<file path="src/fcr_map.svh">
// Constant map for the fault classify and record unit
`ifndef FCR_MAP_SVH
`define FCR_MAP_SVH
`define FCR_TYPE_NONE   4'h0
`define FCR_TYPE_TRACE  4'h1
`define FCR_TYPE_VMEM   4'h6
`define FCR_TYPE_TYPE   4'hA
`define FCR_SUB_NONE    8'h00
`define FCR_SUB_TMIS    8'h01
`define FCR_SUB_CONT    8'h02
`define FCR_SUB_SEG     8'h01
`define FCR_SUB_DIR     8'h02
`define FCR_SUB_PAGE    8'h03
`define FCR_TB_INSTR    1
`define FCR_TB_BRANCH   2
`define FCR_TB_CALL     3
`define FCR_TB_RET      4
`define FCR_TB_PRERET   5
`define FCR_TB_SUPER    6
`define FCR_TB_BRKPT    7
`define FCR_TRACE_MASK  8'hFE
`define FCR_PAGE_LSB    12
`define FCR_SEGIX_LSB   5
`define FCR_ZERO32      32'h00000000
`endif

</file>
<file path="src/fcr_pkg.sv">
// Types shared by the fault classify and record unit
package fcr_pkg;
  typedef struct packed {
    logic [3:0]  ftype;
    logic [7:0]  subtype;
    logic [1:0]  flags;
    logic [31:0] data0;
    logic [31:0] data1;
    logic [31:0] fault_ip;
    logic [31:0] saved_ip;
    logic        state_change;
    logic        restartable;
    logic        resume;
  } fcr_record_t;

  typedef struct packed {
    logic        seg_invalid;
    logic        dir_invalid;
    logic        page_invalid;
    logic        large_seg;
    logic [31:0] addr;
    logic [26:0] seg_index;
    logic        suspend;
  } fcr_vm_t;

  typedef enum logic [1:0] {
    FCR_IDLE     = 2'b00,
    FCR_TRACE_PD = 2'b01
  } fcr_state_t;
endpackage

</file>
<file path="src/fcr_unit.sv">
// Fault classification and fault-record generation for the core
//
// Summary of operation
// - Trace subtype is one bit per mode; bit 0 reserved, bits 1-7 modes.
// - Events need their mode bit; fault needs process trace-enable too.
// - Any breakpoint condition, including mark instructions, is a breakpoint event.
// - Simultaneous trace events yield one fault with all their bits set.
// - Non-trace fault on a traced instruction is taken before the trace fault.
// - Interrupt during a traced instruction is serviced before the trace fault.
// - Prereturn trace precedes the return, so it beats faults and interrupts.
// - Trace faults record causing IP; prereturn leaves it undefined (zero).
// - Post-completion trace faults save next IP as saved IP; prereturn saves its own IP.
// - Post-completion trace faults change state; instruction not re-executed.
// - Prereturn trace changes no state; return executes after handler.
// - Type faults use type A, subtype 1 mismatch, 2 contents.
// - Descriptor type not suiting the operation raises type mismatch.
// - Undefined or inconsistent segment contents raise a contents fault.
// - Type fault records faulting IP only; state undefined, not restartable.
// - Virtual-memory faults use type 6, subtypes 1 segment, 2 dir, 3 page.
// - Segment descriptor valid flag zero raises invalid segment entry.
// - Page or directory entry valid flag zero raises matching fault.
// - Page/dir faults put upper 20 address bits in data word one 12-31.
// - Segment or large-segment page faults put index in word two 5-31.
// - VM faults save faulting IP; instruction cancelled or suspended.
// - Suspending an instruction sets resume flag; resume on return if set.
`timescale 1ns/1ns
`include "fcr_map.svh"

module fcr_unit (
  input  wire logic                clk,
  input  wire logic                reset_n,
  input  wire logic                instr_done,
  input  wire logic [31:0]         instr_ip,
  input  wire logic [31:0]         next_ip,
  input  wire logic [7:0]          trace_mode,
  input  wire logic                trace_enable,
  input  wire logic                ev_instr,
  input  wire logic                ev_branch,
  input  wire logic                ev_call,
  input  wire logic                ev_ret,
  input  wire logic                ev_preret,
  input  wire logic                ev_super,
  input  wire logic                ev_brkpt,
  input  wire logic                type_mismatch,
  input  wire logic                type_contents,
  input  wire fcr_pkg::fcr_vm_t    vm,
  input  wire logic                irq_req,
  input  wire logic                handler_ret,
  output fcr_pkg::fcr_record_t     rec_r,
  output logic                     rec_valid_r,
  output logic                     irq_take_r,
  output logic                     resume_flag_r,
  output logic                     do_resume_r,
  output logic                     trace_pending_r
);

  // ==========================================================
  // Trace event collection
  logic [7:0]          ev_vec;
  logic [7:0]          ev_hit;
  logic [7:0]          post_bits_r;
  logic [31:0]         post_ip_r;
  logic [31:0]         post_next_r;
  logic                vm_any;
  logic                nontrace;
  fcr_pkg::fcr_state_t state_r;

  function automatic logic [7:0] fcr_sub_bit(input int b);
    logic [7:0] v;
    v = 8'h00;
    v[b] = 1'b1;
    return v;
  endfunction

  always_comb begin
    ev_vec = 8'h00;
    ev_vec[`FCR_TB_INSTR]  = ev_instr;
    ev_vec[`FCR_TB_BRANCH] = ev_branch;
    ev_vec[`FCR_TB_CALL]   = ev_call;
    ev_vec[`FCR_TB_RET]    = ev_ret;
    ev_vec[`FCR_TB_PRERET] = ev_preret;
    ev_vec[`FCR_TB_SUPER]  = ev_super;
    ev_vec[`FCR_TB_BRKPT]  = ev_brkpt;
  end

  assign ev_hit = (trace_enable && instr_done) ?
                  (ev_vec & trace_mode & `FCR_TRACE_MASK) : 8'h00;
  assign vm_any = vm.seg_invalid | vm.dir_invalid | vm.page_invalid;
  assign nontrace = instr_done & (vm_any | type_mismatch | type_contents);

  wire preret_hit = ev_hit[`FCR_TB_PRERET];
  wire [7:0] post_hit = ev_hit &
                        ~fcr_sub_bit(`FCR_TB_PRERET);

  // ==========================================================
  // Pending trace after completion; defer to faults and interrupts
  always_ff @(posedge clk) begin
    if (!reset_n) begin
      state_r     <= fcr_pkg::FCR_IDLE;
      post_bits_r <= 8'h00;
      post_ip_r   <= `FCR_ZERO32;
      post_next_r <= `FCR_ZERO32;
    end else begin
      unique case (state_r)
        fcr_pkg::FCR_IDLE: begin
          // hold trace while the other fault goes
          if (!preret_hit && post_hit != 8'h00 &&
              (nontrace || irq_req)) begin
            state_r     <= fcr_pkg::FCR_TRACE_PD;
            post_bits_r <= post_hit;
            post_ip_r   <= instr_ip;
            post_next_r <= next_ip;
          end
        end
        fcr_pkg::FCR_TRACE_PD: begin
          if (!irq_req && !nontrace) begin
            state_r     <= fcr_pkg::FCR_IDLE;
            post_bits_r <= 8'h00;
          end
        end
      endcase
    end
  end

  // ==========================================================
  // Record selection, registered as one unit
  fcr_pkg::fcr_record_t rec_nxt;
  logic                 valid_nxt;
  logic                 irq_nxt;

  always_comb begin
    rec_nxt   = '0;
    valid_nxt = 1'b0;
    irq_nxt   = 1'b0;
    if (preret_hit) begin
      // prereturn first, before faults or interrupts
      rec_nxt.ftype   = `FCR_TYPE_TRACE;
      rec_nxt.subtype = ev_hit;
      // faulting IP undefined for prereturn, shown as zero
      rec_nxt.fault_ip = `FCR_ZERO32;
      rec_nxt.saved_ip = instr_ip;
      rec_nxt.state_change = 1'b0;
      rec_nxt.restartable  = 1'b1;
      valid_nxt = 1'b1;
    end else if (nontrace) begin
      if (vm_any) begin
        rec_nxt.ftype = `FCR_TYPE_VMEM;
        if (vm.seg_invalid)
          rec_nxt.subtype = `FCR_SUB_SEG;
        else if (vm.dir_invalid)
          rec_nxt.subtype = `FCR_SUB_DIR;
        else
          rec_nxt.subtype = `FCR_SUB_PAGE;
        if (!vm.seg_invalid)
          rec_nxt.data0 = {vm.addr[31:`FCR_PAGE_LSB],
                           {`FCR_PAGE_LSB{1'b0}}};
        if (vm.seg_invalid || (vm.page_invalid && vm.large_seg &&
                               !vm.dir_invalid))
          rec_nxt.data1 = {vm.seg_index, {`FCR_SEGIX_LSB{1'b0}}};
        // faulting IP saved, cancel or suspend
        rec_nxt.fault_ip     = instr_ip;
        rec_nxt.saved_ip     = instr_ip;
        rec_nxt.state_change = 1'b1;
        rec_nxt.restartable  = 1'b1;
        rec_nxt.resume       = vm.suspend;
      end else begin
        rec_nxt.ftype = `FCR_TYPE_TYPE;
        rec_nxt.subtype = type_mismatch ? `FCR_SUB_TMIS : `FCR_SUB_CONT;
        rec_nxt.fault_ip     = instr_ip;
        rec_nxt.state_change = 1'b1;
        rec_nxt.restartable  = 1'b0;
      end
      valid_nxt = 1'b1;
    end else if (irq_req) begin
      irq_nxt = 1'b1;
    end else if (state_r == fcr_pkg::FCR_TRACE_PD ||
                 post_hit != 8'h00) begin
      rec_nxt.ftype = `FCR_TYPE_TRACE;
      rec_nxt.subtype = (state_r == fcr_pkg::FCR_TRACE_PD) ?
                        post_bits_r : post_hit;
      rec_nxt.fault_ip = (state_r == fcr_pkg::FCR_TRACE_PD) ?
                         post_ip_r : instr_ip;
      rec_nxt.saved_ip = (state_r == fcr_pkg::FCR_TRACE_PD) ?
                         post_next_r : next_ip;
      rec_nxt.state_change = 1'b1;
      rec_nxt.restartable  = 1'b0;
      valid_nxt = 1'b1;
    end
  end

  // whole record in one registered cycle
  always_ff @(posedge clk) begin
    if (!reset_n) begin
      rec_r       <= '0;
      rec_valid_r <= 1'b0;
      irq_take_r  <= 1'b0;
    end else begin
      rec_r       <= rec_nxt;
      rec_valid_r <= valid_nxt;
      irq_take_r  <= irq_nxt;
    end
  end

  always_ff @(posedge clk) begin
    if (!reset_n)
      trace_pending_r <= 1'b0;
    else
      trace_pending_r <= (state_r == fcr_pkg::FCR_TRACE_PD) ||
                         (!preret_hit && post_hit != 8'h00 &&
                          (nontrace || irq_req));
  end

  // ==========================================================
  // Resume flag: set on suspend, checked at handler return
  always_ff @(posedge clk) begin
    if (!reset_n) begin
      resume_flag_r <= 1'b0;
      do_resume_r   <= 1'b0;
    end else begin
      // set wins over the return-time clear
      do_resume_r <= handler_ret & resume_flag_r;
      if (valid_nxt && rec_nxt.resume)
        resume_flag_r <= 1'b1;
      else if (handler_ret)
        resume_flag_r <= 1'b0;
    end
  end

  // ==========================================================
  // Checks
  // Fresh trace: nothing ahead of it, nothing deferred
  logic fresh_trace;
  assign fresh_trace = post_hit != 8'h00 && !preret_hit && !nontrace &&
                       !irq_req && state_r == fcr_pkg::FCR_IDLE;

  chk_preret_first: assert property (
    @(posedge clk) disable iff (!reset_n)
    preret_hit |=> rec_valid_r && rec_r.ftype == `FCR_TYPE_TRACE)
    else $error("prereturn not taken first");
  chk_preret_state: assert property (
    @(posedge clk) disable iff (!reset_n)
    preret_hit |=> !rec_r.state_change && rec_r.restartable)
    else $error("prereturn changed state");
  chk_trace_gate: assert property (
    @(posedge clk) disable iff (!reset_n)
    (!trace_enable && state_r == fcr_pkg::FCR_IDLE && !nontrace)
      |=> !rec_valid_r)
    else $error("trace fault without enable");
  chk_trace_bit0: assert property (
    @(posedge clk) disable iff (!reset_n)
    (rec_valid_r && rec_r.ftype == `FCR_TYPE_TRACE)
      |-> !rec_r.subtype[0])
    else $error("reserved trace bit set");
  chk_trace_bits: assert property (
    @(posedge clk) disable iff (!reset_n)
    fresh_trace |=> rec_r.subtype ==
      ($past(ev_vec & trace_mode) & `FCR_TRACE_MASK))
    else $error("trace subtype bits wrong");
  chk_trace_ips: assert property (
    @(posedge clk) disable iff (!reset_n)
    fresh_trace |=> rec_valid_r && rec_r.fault_ip == $past(instr_ip) &&
      rec_r.saved_ip == $past(next_ip))
    else $error("trace record IPs wrong");
  chk_trace_state: assert property (
    @(posedge clk) disable iff (!reset_n)
    fresh_trace |=> rec_r.state_change && !rec_r.restartable)
    else $error("trace fault state flags wrong");
  chk_nontrace_first: assert property (
    @(posedge clk) disable iff (!reset_n)
    (nontrace && !preret_hit && post_hit != 8'h00)
      |=> rec_r.ftype != `FCR_TYPE_TRACE ##1 trace_pending_r)
    else $error("trace not deferred behind fault");
  chk_irq_first: assert property (
    @(posedge clk) disable iff (!reset_n)
    (irq_req && !nontrace && !preret_hit)
      |=> irq_take_r && !rec_valid_r)
    else $error("interrupt not serviced first");
  chk_type_code: assert property (
    @(posedge clk) disable iff (!reset_n)
    (nontrace && !vm_any && !preret_hit) |=>
      rec_r.ftype == `FCR_TYPE_TYPE && !rec_r.restartable &&
      rec_r.saved_ip == `FCR_ZERO32)
    else $error("bad type fault record");
  chk_type_sub: assert property (
    @(posedge clk) disable iff (!reset_n)
    (nontrace && !vm_any && !preret_hit && type_mismatch)
      |=> rec_r.subtype == `FCR_SUB_TMIS)
    else $error("bad type mismatch subtype");
  chk_vm_ip: assert property (
    @(posedge clk) disable iff (!reset_n)
    (nontrace && vm_any && !preret_hit) |=>
      rec_r.ftype == `FCR_TYPE_VMEM &&
      rec_r.saved_ip == $past(instr_ip))
    else $error("bad vm saved ip");
  chk_vm_page: assert property (
    @(posedge clk) disable iff (!reset_n)
    (nontrace && !preret_hit && vm.page_invalid && !vm.seg_invalid &&
     !vm.dir_invalid) |=> rec_r.subtype == `FCR_SUB_PAGE &&
      rec_r.data0[31:`FCR_PAGE_LSB] == $past(vm.addr[31:`FCR_PAGE_LSB]))
    else $error("bad page entry record");
  chk_seg_index: assert property (
    @(posedge clk) disable iff (!reset_n)
    (nontrace && !preret_hit && vm.seg_invalid) |=>
      rec_r.subtype == `FCR_SUB_SEG &&
      rec_r.data1 == {$past(vm.seg_index), {`FCR_SEGIX_LSB{1'b0}}})
    else $error("bad segment entry record");
  chk_rec_whole: assert property (
    @(posedge clk) disable iff (!reset_n)
    rec_valid_r == (rec_r.ftype != `FCR_TYPE_NONE))
    else $error("record and strobe disagree");
  chk_resume_set: assert property (
    @(posedge clk) disable iff (!reset_n)
    (valid_nxt && rec_nxt.resume) |=> resume_flag_r ##1
      (!$past(handler_ret) || do_resume_r))
    else $error("resume flag not set");
  chk_resume_ret: assert property (
    @(posedge clk) disable iff (!reset_n)
    do_resume_r |-> $past(handler_ret) && $past(resume_flag_r))
    else $error("resume without flag");

endmodule // fcr_unit

</file>
<file path="config.mk">
export PLATFORM = sky130hd
export DESIGN_NAME = fcr_unit
export DESIGN_NICKNAME = d
export VERILOG_FILES = /design/src/fcr_pkg.sv /design/src/fcr_unit.sv
export VERILOG_INCLUDE_DIRS = /design/src
export SDC_FILE = /design/constraint.sdc
export NUM_CORES = 1
export LEC_CHECK = 0
export BUFFER_PORTS_ARGS = -buffer_cell sky130_fd_sc_hd__buf_4
export CAP_MARGIN = 15
export CORE_UTILIZATION = 50
export DETAILED_ROUTE_END_ITERATION = 12
export GPL_ROUTABILITY_DRIVEN = 0
export PLACE_DENSITY = 0.85
export SLEW_MARGIN = 20
export SYNTH_ARGS = -nofsm -noshare
export SYNTH_HDL_FRONTEND = slang
export SYNTH_SLANG_ARGS = --single-unit
</file>
<file path="constraint.sdc">
create_clock -name clk -period 2.7 [get_ports clk]
set_input_delay 0.135 -clock clk [delete_from_list [all_inputs] [get_ports clk]]
set_output_delay 0.135 -clock clk [all_outputs]
set_load 0.01 [all_outputs]
</file>
==> impl_metrics.env <==
export IMPL_antenna_found_initial=0
export IMPL_synthToLayoutAreaGrowth_pct=59.6
export IMPL_peakVddDrop_uv=514
export IMPL_start_util_pct=51.9
export IMPL_place_port_buffers=268
export IMPL_internal_power_w=0.00541
export IMPL_drt_first_pass_iters=6
export IMPL_startpoint="vm[62]"
export IMPL_fin_tns_setup_ps=0
export IMPL_status="finished, final reports clean"
export IMPL_place_inst=1105
export IMPL_cts_root_buf="clkbuf_16"
export IMPL_drv_cap=0
export IMPL_cts_tree="built"
export IMPL_grt_pass1_vias=7493
export IMPL_final_cell_area_um2=11700
export IMPL_critical_path_buf_inv_count=3
export IMPL_routedWlPerCell_um=20.1
export IMPL_htree_levels=1
export IMPL_grt_max_degree=114
export IMPL_dp_slack_ps=490
export IMPL_dpl_hpwl_um=12800
export IMPL_rrSetupSlack_ps=250
export IMPL_nets=1258
export IMPL_worstSetupStartpointType="input port"
export IMPL_fin_crit_sh_pct=93.1
export IMPL_crit_cells=7
export IMPL_met2_usage_pct=63.4
export IMPL_yosys_area_share_xor_xnor_pct=0
export IMPL_core_area_um2=14100
export IMPL_netlist_area_um2=7310
export IMPL_fp_dieH_um=123
export IMPL_switchingPower_w=0.00175
export IMPL_dr_total_vias=7086
export IMPL_cts_sinks=202
export IMPL_worst_pin_slew_ps=1120
export IMPL_num_rows=43
export IMPL_drt_total_wl_um=26200
export IMPL_met1_usage_pct=35.3
export IMPL_synth_edff_count=0
export IMPL_relSlewSlack_pct=25.4
export IMPL_busiest_layer="met2"
export IMPL_finalWorstSetupSlack_ps=186
export IMPL_ant_nets=0
export IMPL_slew_violations=0
export IMPL_drc=0
export IMPL_cts_buffers_inserted=21
export IMPL_worstSetupEndpointType="flop"
export IMPL_finalSetupViolCount=0
export IMPL_critPathCapture="rec_r[28]"
export IMPL_ctsResizeCount=0
export IMPL_dieArea_um2=15100
export IMPL_synth_compound_area_share_pct=11.9
export IMPL_cts_setup_buffers=0
export IMPL_synthTopCellsByArea="dfxtp_1 55%, mux2i_1 14%, nand2_1 7.2%"
export IMPL_clk_latency_ps=490
export IMPL_period_needed_ps=2510
export IMPL_io_pins=301
export IMPL_reg2reg_from="state_r[0]"
export IMPL_hold_start="instr_done"
export IMPL_initialDrtViolationCount=442
export IMPL_ys_flop_type="dfxtp_1"
export IMPL_crit_slowest_cell="a21oi_4"
export IMPL_avgSynthCellArea_um2=10.5
export IMPL_grt_ovfl_total=0
export IMPL_synthCells=697
export IMPL_path_cells="dlygate4sd3_1, buf_4, or3_1, nand2_1, a21oi_4, o2bb2ai_1, dlygate4sd3_1"
export IMPL_die_x_um=123
export IMPL_yosys_cell_types_count=38
export IMPL_swShare_pct=24.4
export IMPL_finalHoldViolations=0
export IMPL_seq_area_frac_synth_pct=55.3
export IMPL_clock_skew_final_ps=8.46
export IMPL_cp_required_ps=3120
export IMPL_arrival_ps=2940
export IMPL_r2r_cells=6
export IMPL_timing_rr_end="rec_r[17]"
export IMPL_clkTransAtPathRegs_ps=60
export IMPL_grt_pass1_wl_um=38900
export IMPL_drive_gt1_share_pct=28.5
export IMPL_track_usage_pct=34.0
export IMPL_fin_cells=1304
export IMPL_power_frac_comb_pct=13.4
export IMPL_cpPeakStageDelay_ps=880
export IMPL_critical_path_class="in2reg"
export IMPL_synth_seq_cells=202
export IMPL_synth_adder_area_share_pct=0
export IMPL_p_clk_share_pct=42.4
export IMPL_sequentialPowerShare_pct=44.2
export IMPL_synth_warnings=0
export IMPL_yosys_area_share_simple_pct=13.3
export IMPL_rsz0062_at_grt="no"
export IMPL_fmax_mhz=398
export IMPL_cts_buffer_depth=3
export IMPL_synth_top_area_share_pct=55.3
export IMPL_postPlaceCellArea_um2=9350
export IMPL_synth_top_family_by_area="multiplexers"
export IMPL_power_leakage_nw=5.18
export IMPL_hold_buffers=159
export IMPL_synth_mux_area_share_pct=14.0
export IMPL_crit_family="buffers and inverters"
export IMPL_power_density_nw_per_um2=614
export IMPL_cp_max_fo=33
export IMPL_cp_common_cell="dlygate4sd3_1"
export IMPL_yosysTopAreaCell="dfxtp_1"
export IMPL_globalRouteMet3Util_pct=7.80
export IMPL_postSynth_asyncResetShare_pct=0
export IMPL_hold_path_class="in2reg"
export IMPL_via_per_inst=5.43
[logic make-up after synthesis]
family,Yosys count
multiplexers,102
AND/OR/NAND/NOR,215
flip-flops,202
AO/OA/AOI/OAI,103
buffers and inverters,74
other,1
[registers in the layout (all words and copies together) (netlist names)]
register and cells:
resume_flag_r 1, post_next_r 32, irq_take_r 1, post_ip_r 32, post_bits_r 6, do_resume_r 1, rec_r 126, trace_pending_r 1
state_r 1, rec_valid_r 1
[layer usage]
metal  wire (um)  up-vias
met2       13700      418
met1        9130     3382
li1            -     3183
met5           0        -
met4        1330        0
met3        1960      103
[metrics by stage]
step | hold slack, ps | power [W] | util (%)
finish | 77.8 | 0.00716 | 82.8
global route | 82.7 | 0.00737 | 82.7
CTS | 30.3 | 0.00707 | 82.7
detailed placement | 321 | 0.00394 | 66.3
global placement | 320 | 0.00392 | 66.3
floorplan | 223 | 0.00359 | -
[power by group through the flow]
| stage | combinational (W) | clock, W | sequential [W] |
|---|---|---|---|
| detailed placement | 0.000718 | 0 | 0.00322 |
| global route | 0.00101 | 0.00318 | 0.00317 |
| global placement | 0.000703 | 0 | 0.00322 |
| floorplan | 0.000331 | 0 | 0.00325 |
| finish | 0.000961 | 0.00304 | 0.00317 |
| CTS | 0.000911 | 0.00300 | 0.00316 |
[cells in the final DEF (no fill, tap or decap), types with 5 or more instances in the layout]
master / count
a21oi_1: 7
a22o_1: 32
and2_1: 48
buf_4: 275
clkbuf_16: 21
clkinv_2: 5
conb_1: 19
dfxtp_1: 201
dlygate4sd3_1: 159
inv_1: 6
mux2i_1: 102
nand2_1: 140
nand3_1: 6
nor2_1: 7
o211ai_1: 6
o2bb2ai_1: 39
[worst min path at each step]
| stage | end | slack [ps] | cells past startpoint |
|---|---|---|---|
| 2_1_floorplan | resume_flag_r | 220 | 1 |
| 3_3_place_gp | resume_flag_r | 320 | 2 |
| 3_5_place_dp | resume_flag_r | 320 | 2 |
| 4_1_cts | rec_r[143] | 30 | 3 |
| 5_1_grt | rec_r[143] | 80 | 3 |
| 6_report | irq_take_r | 80 | 3 |
[worst register-to-register path, delay by kind of cell, from the launching register on]
family,cells,cell delay (ps)
AO/OA/AOI/OAI,2,640
buffers and inverters,3,1160
flip-flops,1,400
AND/OR/NAND/NOR,1,190
[area by class of cell]
type                    instances  area, um^2
multi-input cells             439        2950
clock inverters                13         158
repair buffers                436        3700
clock buffers                  25         561
flip-flops and latches        202        4050
fillers                       720        2430
well taps                     180         225
diodes                          2        5.00
inverters                       7        26.3
[cells in the mapped netlist, drive strengths merged (2+ instances only)]
master,instances
o211ai,6
nor2,7
nand3,6
a22o,32
nand2,140
and3,2
o2bb2ai,39
nor3,6
dfxtp,202
mux2i,102
buf,36
nand4,2
inv,6
o21a,2
a21oi,8
a22oi,3
clkbuf,31
o21ai,3
and2,48
or3,2
Note: power is estimated with default switching activity, not from simulation.
